## config.mk

```make
export PLATFORM = sky130hd
export DESIGN_NAME = afp_parser
export DESIGN_NICKNAME = d
export VERILOG_FILES = /design/src/include/afp_pkg.sv /design/src/rtl/afp_parser.sv /design/src/rtl/afp_reply_tx.sv
export SDC_FILE = /design/constraint.sdc
export NUM_CORES = 1
export LEC_CHECK = 0
export CAP_MARGIN = 15
export CORE_MARGIN = 4
export CORE_UTILIZATION = 45
export DETAILED_ROUTE_END_ITERATION = 8
export DONT_BUFFER_PORTS = 1
export SLEW_MARGIN = 20
export SYNTH_ARGS = -nofsm -noshare
export SYNTH_HDL_FRONTEND = slang
export SYNTH_HIERARCHICAL = 1
export SYNTH_SLANG_ARGS = --single-unit
export TNS_END_PERCENT = 10
```

## constraint.sdc

```tcl
create_clock -name core_clk -period 3.4 [get_ports core_clk]
set_input_delay 0.34 -clock core_clk [delete_from_list [all_inputs] [get_ports core_clk]]
set_output_delay 0.34 -clock core_clk [all_outputs]
set_load 0.03 [all_outputs]
```

## src/include/afp_pkg.sv

```systemverilog
package afp_pkg;

	// Frame characters.
	localparam logic [7:0] CH_CR = 8'h0D;
	localparam logic [7:0] CH_WRITE = 8'h23;
	localparam logic [7:0] CH_READ = 8'h24;
	localparam logic [7:0] CH_OK = 8'h3E;
	localparam logic [7:0] CH_INVALID = 8'h3F;
	localparam logic [7:0] CH_CODE_HI = 8'h56;
	localparam logic [7:0] CH_CODE_LO = 8'h64;

	localparam logic [7:0] MODULE_ADDR = 8'h01;
	localparam int FLAG_COUNT = 16;
	localparam logic [15:0] FLAGS_RESET = 16'h0000;

	// Selector field values.
	localparam logic [3:0] SEL_ALL = 4'h0;
	localparam logic [3:0] SEL_ONE = 4'h1;

	// Reply lengths in characters.
	localparam logic [3:0] REPLY_SHORT_LEN = 4'h4;
	localparam logic [3:0] REPLY_LONG_LEN = 4'h8;

	// Register bus map, byte addresses.
	localparam logic [7:0] ADR_CTRL = 8'h00;
	localparam logic [7:0] ADR_FLAGS = 8'h04;
	localparam logic [7:0] ADR_STATUS = 8'h08;
	localparam int CTRL_EN_BIT = 0;
	localparam logic [31:0] CTRL_RESET = 32'h0000_0001;
	localparam int STATUS_BUSY_BIT = 24;
	localparam int STATUS_STATE_LSB = 28;

	typedef enum logic [2:0] {
		ST_IDLE = 3'b000,
		ST_ADDR = 3'b001,
		ST_CODE = 3'b010,
		ST_SEL = 3'b011,
		ST_VAL = 3'b100,
		ST_READ_END = 3'b101,
		ST_DISCARD = 3'b110
	} afp_state_t;

	typedef struct packed {
		logic ok;
		logic has_flags;
		logic [15:0] flags;
	} afp_reply_t;

	typedef struct packed {
		logic [7:0] silent;
		logic [7:0] invalid;
		logic [7:0] ok;
	} afp_counts_t;

	function automatic logic afp_is_hex(input logic [7:0] c);
		return (c >= 8'h30 && c <= 8'h39) || (c >= 8'h41 && c <= 8'h46) ||
			(c >= 8'h61 && c <= 8'h66);
	endfunction

	function automatic logic [3:0] afp_hex_val(input logic [7:0] c);
		logic [7:0] v;
		v = 8'h00;
		if (c <= 8'h39)
			v = c - 8'h30;
		else if (c <= 8'h46)
			v = c - 8'h37;
		else
			v = c - 8'h57;
		return v[3:0];
	endfunction

	function automatic logic [7:0] afp_to_hex(input logic [3:0] n);
		return (n < 4'hA) ? (8'h30 + {4'h0, n}) : (8'h37 + {4'h0, n});
	endfunction

endpackage

```

## src/rtl/afp_parser.sv

```systemverilog
module afp_parser (
	// Clock, reset and enable.
	input wire logic core_clk,
	input wire logic sys_rst,
	input wire logic clk_en,
	// Incoming command characters.
	input wire logic rx_valid,
	output logic rx_ready,
	input wire logic [7:0] rx_data,
	// Outgoing reply characters.
	output logic tx_valid,
	input wire logic tx_ready,
	output logic [7:0] tx_data,
	// Flags seen by the logic rule engine.
	output logic [15:0] aux_flags,
	// Wishbone slave.
	input wire logic wb_cyc_i,
	input wire logic wb_stb_i,
	input wire logic wb_we_i,
	input wire logic [7:0] wb_adr_i,
	input wire logic [3:0] wb_sel_i,
	input wire logic [31:0] wb_dat_i,
	output logic [31:0] wb_dat_o,
	output logic wb_ack_o
);

	afp_pkg::afp_state_t state_ff;
	afp_pkg::afp_state_t nxt_state;
	afp_pkg::afp_reply_t reply_ff;
	afp_pkg::afp_counts_t counts_ff;

	logic is_write_ff;
	logic [7:0] addr_ff;
	logic [1:0] cnt_ff;
	logic [15:0] sel_ff;
	logic [15:0] val_ff;
	logic val_seen_ff;
	logic [15:0] flags_ff;
	logic [31:0] ctrl_ff;
	logic start_ff;
	logic ack_ff;
	logic tx_idle;

	logic accept;
	logic hex;
	logic [3:0] nib;
	logic frame_end;
	logic addr_hit;
	logic sel_all;
	logic sel_one;
	logic write_ok;
	logic do_reply;
	logic reply_ok;
	logic silent_end;
	logic bus_req;
	logic bus_wr;

	// New characters wait while a reply is queued or being sent, and while
	// the clock enable holds the parser frozen.
	assign rx_ready = clk_en && tx_idle && !start_ff;
	assign accept = clk_en && rx_valid && rx_ready;
	assign hex = afp_pkg::afp_is_hex(rx_data);
	assign nib = afp_pkg::afp_hex_val(rx_data);
	assign aux_flags = flags_ff;

	assign addr_hit = (addr_ff == afp_pkg::MODULE_ADDR);
	assign sel_all = (sel_ff == 16'h0000);
	assign sel_one = (sel_ff[15:12] == afp_pkg::SEL_ONE) &&
		(sel_ff[11:4] == 8'h00);

	// A frame ends on a carriage return in a state where the frame so far
	// was well formed.
	always_comb begin
		frame_end = 1'b0;
		if (accept && rx_data == afp_pkg::CH_CR && ctrl_ff[afp_pkg::CTRL_EN_BIT])
		begin
			case (state_ff)
				afp_pkg::ST_SEL,
				afp_pkg::ST_VAL,
				afp_pkg::ST_READ_END: frame_end = 1'b1;
				default: frame_end = 1'b0;
			endcase
		end
	end

	// A write needs four selector characters and at least one value
	// character; anything short of that, or a selector that is neither form,
	// is answered as an invalid operation.
	assign write_ok = (state_ff == afp_pkg::ST_VAL) && val_seen_ff &&
		(sel_all || sel_one);
	assign do_reply = frame_end && addr_hit;
	assign reply_ok = is_write_ff ? write_ok : 1'b1;
	assign silent_end = accept && ctrl_ff[afp_pkg::CTRL_EN_BIT] &&
		rx_data == afp_pkg::CH_CR && state_ff != afp_pkg::ST_IDLE &&
		!do_reply;

	always_comb begin
		nxt_state = state_ff;
		if (rx_data == afp_pkg::CH_WRITE || rx_data == afp_pkg::CH_READ) begin
			nxt_state = afp_pkg::ST_ADDR;
		end else if (rx_data == afp_pkg::CH_CR) begin
			nxt_state = afp_pkg::ST_IDLE;
		end else begin
			case (state_ff)
				afp_pkg::ST_IDLE: nxt_state = afp_pkg::ST_IDLE;
				afp_pkg::ST_ADDR: begin
					if (!hex)
						nxt_state = afp_pkg::ST_DISCARD;
					else if (cnt_ff == 2'd1)
						nxt_state = afp_pkg::ST_CODE;
				end
				afp_pkg::ST_CODE: begin
					if (cnt_ff == 2'd0 && rx_data != afp_pkg::CH_CODE_HI)
						nxt_state = afp_pkg::ST_DISCARD;
					else if (cnt_ff == 2'd1 && rx_data != afp_pkg::CH_CODE_LO)
						nxt_state = afp_pkg::ST_DISCARD;
					else if (cnt_ff == 2'd1)
						nxt_state = is_write_ff ? afp_pkg::ST_SEL :
							afp_pkg::ST_READ_END;
				end
				afp_pkg::ST_SEL: begin
					if (!hex)
						nxt_state = afp_pkg::ST_DISCARD;
					else if (cnt_ff == 2'd3)
						nxt_state = afp_pkg::ST_VAL;
				end
				afp_pkg::ST_VAL: begin
					if (!hex)
						nxt_state = afp_pkg::ST_DISCARD;
				end
				afp_pkg::ST_READ_END: nxt_state = afp_pkg::ST_DISCARD;
				afp_pkg::ST_DISCARD: nxt_state = afp_pkg::ST_DISCARD;
				default: nxt_state = afp_pkg::ST_IDLE;
			endcase
		end
	end

	// Frame state. A delimiter restarts the frame from any state, so a frame
	// cut short by a lost character never swallows the next command.
	always_ff @(posedge core_clk) begin
		if (sys_rst) begin
			state_ff <= afp_pkg::ST_IDLE;
			is_write_ff <= 1'b0;
			cnt_ff <= 2'd0;
		end else if (clk_en) begin
			if (!ctrl_ff[afp_pkg::CTRL_EN_BIT]) begin
				state_ff <= afp_pkg::ST_IDLE;
				cnt_ff <= 2'd0;
			end else if (accept) begin
				state_ff <= nxt_state;
				if (rx_data == afp_pkg::CH_WRITE || rx_data == afp_pkg::CH_READ)
				begin
					is_write_ff <= (rx_data == afp_pkg::CH_WRITE);
					cnt_ff <= 2'd0;
				end else if (nxt_state != state_ff) begin
					cnt_ff <= 2'd0;
				end else begin
					cnt_ff <= cnt_ff + 2'd1;
				end
			end
		end
	end

	// Field capture. Value characters shift in from the right, so however
	// many arrive, the last one lands on flags 0 to 3 in an all-flags write.
	always_ff @(posedge core_clk) begin
		if (sys_rst) begin
			addr_ff <= 8'h00;
			sel_ff <= 16'h0000;
			val_ff <= 16'h0000;
			val_seen_ff <= 1'b0;
		end else if (clk_en && accept) begin
			if (rx_data == afp_pkg::CH_WRITE || rx_data == afp_pkg::CH_READ)
			begin
				val_ff <= 16'h0000;
				val_seen_ff <= 1'b0;
			end else if (hex) begin
				case (state_ff)
					afp_pkg::ST_ADDR: addr_ff <= {addr_ff[3:0], nib};
					afp_pkg::ST_SEL: sel_ff <= {sel_ff[11:0], nib};
					afp_pkg::ST_VAL: begin
						val_ff <= {val_ff[11:0], nib};
						val_seen_ff <= 1'b1;
					end
					default: begin
					end
				endcase
			end
		end
	end

	// Flag store. A command write wins over a bus write in the same cycle.
	always_ff @(posedge core_clk) begin
		if (sys_rst) begin
			flags_ff <= afp_pkg::FLAGS_RESET;
		end else if (clk_en) begin
			if (do_reply && is_write_ff && write_ok) begin
				if (sel_all)
					flags_ff <= val_ff;
				else
					flags_ff[sel_ff[3:0]] <= val_ff[0];
			end else if (bus_wr && wb_adr_i == afp_pkg::ADR_FLAGS) begin
				if (wb_sel_i[0])
					flags_ff[7:0] <= wb_dat_i[7:0];
				if (wb_sel_i[1])
					flags_ff[15:8] <= wb_dat_i[15:8];
			end
		end
	end

	// Reply launch, one pulse per answered frame.
	always_ff @(posedge core_clk) begin
		if (sys_rst) begin
			start_ff <= 1'b0;
			reply_ff <= '0;
		end else if (clk_en) begin
			start_ff <= do_reply;
			if (do_reply) begin
				reply_ff.ok <= reply_ok;
				reply_ff.has_flags <= !is_write_ff;
				reply_ff.flags <= flags_ff;
			end
		end
	end

	// Outcome counters, wrapping.
	always_ff @(posedge core_clk) begin
		if (sys_rst) begin
			counts_ff <= '0;
		end else if (clk_en) begin
			if (do_reply && reply_ok)
				counts_ff.ok <= counts_ff.ok + 8'h01;
			if (do_reply && !reply_ok)
				counts_ff.invalid <= counts_ff.invalid + 8'h01;
			if (silent_end)
				counts_ff.silent <= counts_ff.silent + 8'h01;
		end
	end

	afp_reply_tx u_reply_tx (
		.core_clk(core_clk),
		.sys_rst(sys_rst),
		.clk_en(clk_en),
		.start(start_ff),
		.reply(reply_ff),
		.idle(tx_idle),
		.tx_valid(tx_valid),
		.tx_ready(tx_ready),
		.tx_data(tx_data)
	);

	// Wishbone: the answer comes one cycle after the request is seen, and
	// ack drops in the cycle after it was given.
	assign bus_req = wb_cyc_i && wb_stb_i && !ack_ff;
	assign bus_wr = bus_req && wb_we_i;

	always_ff @(posedge core_clk) begin
		if (sys_rst) begin
			ctrl_ff <= afp_pkg::CTRL_RESET;
		end else if (clk_en && bus_wr && wb_adr_i == afp_pkg::ADR_CTRL &&
			wb_sel_i[0]) begin
			ctrl_ff[afp_pkg::CTRL_EN_BIT] <= wb_dat_i[afp_pkg::CTRL_EN_BIT];
		end
	end

	always_ff @(posedge core_clk) begin
		if (sys_rst) begin
			ack_ff <= 1'b0;
			wb_dat_o <= 32'h0000_0000;
		end else if (clk_en) begin
			ack_ff <= bus_req;
			if (bus_req && !wb_we_i) begin
				case (wb_adr_i)
					afp_pkg::ADR_CTRL: wb_dat_o <= ctrl_ff;
					afp_pkg::ADR_FLAGS: wb_dat_o <= {16'h0000, flags_ff};
					afp_pkg::ADR_STATUS: begin
						wb_dat_o <= {1'b0, state_ff, 3'b000, !tx_idle, counts_ff};
					end
					default: wb_dat_o <= 32'h0000_0000;
				endcase
			end
		end
	end

	// A frozen ack is hidden so that the master cannot take it twice.
	assign wb_ack_o = ack_ff && clk_en;

endmodule

```

## src/rtl/afp_reply_tx.sv

```systemverilog
module afp_reply_tx (
	// Clock, reset and enable.
	input wire logic core_clk,
	input wire logic sys_rst,
	input wire logic clk_en,
	// Reply request from the parser.
	input wire logic start,
	input wire afp_pkg::afp_reply_t reply,
	output logic idle,
	// Outgoing character stream.
	output logic tx_valid,
	input wire logic tx_ready,
	output logic [7:0] tx_data
);

	logic [63:0] shreg_ff;
	logic [3:0] left_ff;
	logic [7:0] lead;
	logic [7:0] a_hi;
	logic [7:0] a_lo;

	assign lead = reply.ok ? afp_pkg::CH_OK : afp_pkg::CH_INVALID;
	assign a_hi = afp_pkg::afp_to_hex(afp_pkg::MODULE_ADDR[7:4]);
	assign a_lo = afp_pkg::afp_to_hex(afp_pkg::MODULE_ADDR[3:0]);

	// A frozen block offers nothing, so the sink never takes a character
	// that the shift register will not advance past.
	assign tx_valid = clk_en && (left_ff != 4'h0);
	assign tx_data = shreg_ff[63:56];
	assign idle = (left_ff == 4'h0);

	// The flag field is sent most significant character first, so the last
	// character before the carriage return holds flags 0 to 3.
	always_ff @(posedge core_clk) begin
		if (sys_rst) begin
			shreg_ff <= 64'h0000_0000_0000_0000;
			left_ff <= 4'h0;
		end else if (clk_en) begin
			if (start) begin
				if (reply.has_flags) begin
					shreg_ff <= {lead, a_hi, a_lo,
						afp_pkg::afp_to_hex(reply.flags[15:12]),
						afp_pkg::afp_to_hex(reply.flags[11:8]),
						afp_pkg::afp_to_hex(reply.flags[7:4]),
						afp_pkg::afp_to_hex(reply.flags[3:0]),
						afp_pkg::CH_CR};
					left_ff <= afp_pkg::REPLY_LONG_LEN;
				end else begin
					shreg_ff <= {lead, a_hi, a_lo, afp_pkg::CH_CR,
						32'h0000_0000};
					left_ff <= afp_pkg::REPLY_SHORT_LEN;
				end
			end else if (tx_valid && tx_ready) begin
				shreg_ff <= {shreg_ff[55:0], 8'h00};
				left_ff <= left_ff - 4'h1;
			end
		end
	end

endmodule

```

==> impl_metrics.py <==
metrics = {
    "grt": {
        "antenna_found_initial": 0,
        "grt_max_degree": 130,
        "grt_overflow": 0,
        "first_global_vias": 7176,
        "grt_pass1_wl_um": 38500,
        "grt_usage_pct": 21.3,
    },
    "sta": {
        "min_period_ns": 3.16,
        "tightest_slew_ns": 0.897,
        "final_max_slew_viol_count": 0,
        "layout_setup_ws_ns": 0.241,
        "max_freq_mhz": 317,
        "rsz0062_at_grt": "no",
        "slew_headroom_pct": 40.2,
        "hold_viol": 0,
        "setup_viol": 0,
        "tns_ns": 0,
        "fin_crit_sh_pct": 92.9,
        "skew_ns": 0.00867,
    },
    "cells_and_area": {
        "drive_gt1_share_pct": 7.62,
        "antenna_cells": 0,
        "final_core_util_pct": 50.5,
        "nets": 1138,
        "n_fill_cell": 1914,
        "stdcell_count": 1341,
        "areaGrowthSynthToFinish_pct": 8.90,
        "multi_input_area_um2": 4860,
        "regArea_um2": 3800,
    },
    "yosys": {
        "yosys-top-cells-count": "dfxtp_1 (190), nor2_1 (138), nand2_1 (112), a21oi_1 (80)",
        "yosysTopAreaCellShare_pct": 41.6,
        "synth.most_common_cell": "dfxtp_1",
        "synth_area_per_cell_um2": 8.36,
        "mappedNetlistArea_um2": 9150,
        "synth_area_leaders": "dfxtp_1 (42%), nor2_1 (5.7%), nand2_1 (4.6%)",
        "synth_warnings": 6,
        "synth.distinct_cells": 75,
        "netlist_instances": 1095,
        "synth_ff_type": "dfxtp_1",
        "yosys.area.top_type": "dfxtp_1",
        "yosysSeqAreaShare_pct": 41.6,
        "synth-edff-count": 0,
        "postSynth.asyncResetShare_pct": 0,
        "ys_seq_elements": 190,
    },
    "clock_tree": {
        "clk_latency_ns": 0.43,
        "cts_resized": 0,
        "clock_sinks": 190,
        "h-tree-depth": 4,
        "clkTransAtPathRegs_ns": 0.07,
        "clockRootBuffer": "clkbuf_16",
        "tritoncts": "done",
        "cts_hold_buf": 2,
        "postCtsSetupRepairBufs": 0,
        "cts_buffers": 17,
        "cts_buffer_depth": 2,
    },
    "placement": {
        "dp_cells": 1307,
        "dpl_worst_slack_ns": 0.267,
        "port_buffers": 0,
        "dp_hpwl_um": 16600,
        "place.gp.congestion": 0.890,
    },
    "min_path": {
        "holdCritPathClass": "input pin to flop",
    },
    "worst_setup_path": {
        "path_max_fanout": 5,
        "critPathKind": "flop to flop",
        "ff2ff_setup_slack_ns": 0.24,
        "crit_required_ns": 3.76,
        "crit_path_start_kind": "flop",
        "worst_setup_path_end_kind": "flop",
        "cp_data_arrival_time_ns": 3.51,
    },
    "floorplanning": {
        "die_area_um2": 22700,
        "initial_core_util_pct": 46.4,
        "ioPinCount": 119,
        "dieWidth_um": 151,
        "core-area_um2": 19700,
        "num_rows": 51,
        "die_h_um": 151,
    },
    "drt": {
        "routed_wl_um": 24200,
        "drt.antenna.violating_nets": 0,
        "firstDrtPassIters": 6,
        "vias": 7865,
        "drc": 0,
        "wl_per_cell_um": 18.1,
        "viasPerCell": 5.87,
        "drtIter0Drc": 604,
    },
    "run_status": {
        "status": "completed",
    },
    "power": {
        "p_leak_nw": 3.45,
        "ir_drop_mv": 0.336,
        "p_per_area_nw_per_um2": 458,
        "total_power_mw": 4.57,
    },
    "flow_run": {
        "drv_cap": 0,
    },
}
worst paths after layout:
| check | start | endpoint | cells past startpoint |
|---|---|---|---|
| setup / recovery | u_reply_tx/left_ff[0]$_SDFFE_PP0P_ | counts_ff[15]$_SDFFE_PP0P_ | 9 |
| hold / removal | sys_rst | u_reply_tx/shreg_ff[9]$_SDFFE_PP0P_ | 1 |
| setup reg to reg | u_reply_tx/left_ff[0]$_SDFFE_PP0P_ | counts_ff[15]$_SDFFE_PP0P_ | 9 |
| hold reg to reg | sel_ff[14]$_SDFFE_PP0P_ | sel_ff[14]$_SDFFE_PP0P_ | 2 |
area by class of cell:
class	instances	area share, %
Multi-Input combinational cell	791	48.8
Sequential cell	190	38.2
Clock buffer	17	4.27
Tap cell	265	3.33
Timing Repair Buffer	27	2.36
Clock inverter	15	1.76
Inverter	36	1.36
registers in the layout (all words and copies together) (netlist names):
name,count
ack_ff,1
addr_ff,8
aux_flags,16
cnt_ff,2
counts_ff,24
ctrl_ff,1
is_write_ff,1
reply_ff,18
sel_ff,16
start_ff,1
state_ff,3
u_reply_tx/left_ff,4
u_reply_tx/shreg_ff,50
val_ff,16
val_seen_ff,1
wb_dat_o,28
cells in the final DEF, fill, tap and decap left out, types with 9 or more instances in the layout:
cell type / netlist / routed
a221oi_1: 12 / 12
nor4_1: 10 / 9
nand2_1: 112 / 112
xnor2_1: 16 / 16
nand3_1: 24 / 24
o22ai_1: 10 / 10
o211ai_1: 9 / 9
nand4_1: 12 / 12
inv_1: 36 / 36
a2bb2oi_1: 10 / 10
nor2_1: 138 / 138
dfxtp_1: 190 / 190
and2_1: 10 / 10
a22o_1: 17 / 17
o2bb2ai_1: 11 / 11
ha_1: 15 / 15
o21ai_0: 55 / 55
nor2b_1: 10 / 10
buf_4: 13 / 25
xor2_1: 10 / 10
nor3_1: 24 / 23
a22oi_1: 46 / 46
mux2i_1: 25 / 25
a21oi_1: 80 / 80
clkbuf_16: 0 / 17
critical path, stage by stage, from the launching register on:
cell and delay, ns:
dfxtp_1 0.32, inv_1 0.09, ha_1 0.20, nor3b_1 0.26
nand4b_1 0.28, or4_4 0.58, or3_4 0.42, or3_4 0.44
or3_1 0.35, a21oi_1 0.13
kinds of logic after synthesis:
| kind of cell | count (synthesis) | synth area share, % |
|---|---|---|
| adders and majority gates | 15 | 2.05 |
| buffers and inverters | 117 | 5.69 |
| other | 2 | 0.0821 |
| AOI/OAI and AO/OA | 318 | 24.1 |
| DFF | 190 | 41.6 |
| xor gates and xnor gates | 26 | 2.49 |
| and+or+nand+nor | 400 | 21.1 |
| muxes | 27 | 2.98 |
where the power goes:
group / internal (mW) / switching (mW) / total, mW
Clock: 1.11 / 0.923 / 2.04
Combinational: 0.0895 / 0.163 / 0.252
Sequential: 2.25 / 0.0265 / 2.28
Total: 3.45 / 1.11 / 4.57
per-layer routing:
| layer | GRT usage [%] | routed length [um] |
|---|---|---|
| met3 | 3.94 | 1210 |
| met1 | 29.6 | 11200 |
| met2 | 33.7 | 11400 |
| met5 | 0 | 0 |
| met4 | 6.53 | 512 |
through the flow:
step	hold slack [ns]	area, um^2
2_1_floorplan	0.426	9160
3_3_place_gp	0.424	9320
3_5_place_dp	0.424	9320
4_1_cts	0.0161	9960
5_1_grt	0.0129	9960
6_report	0.0398	9960
(Power assumes the default switching activity.)
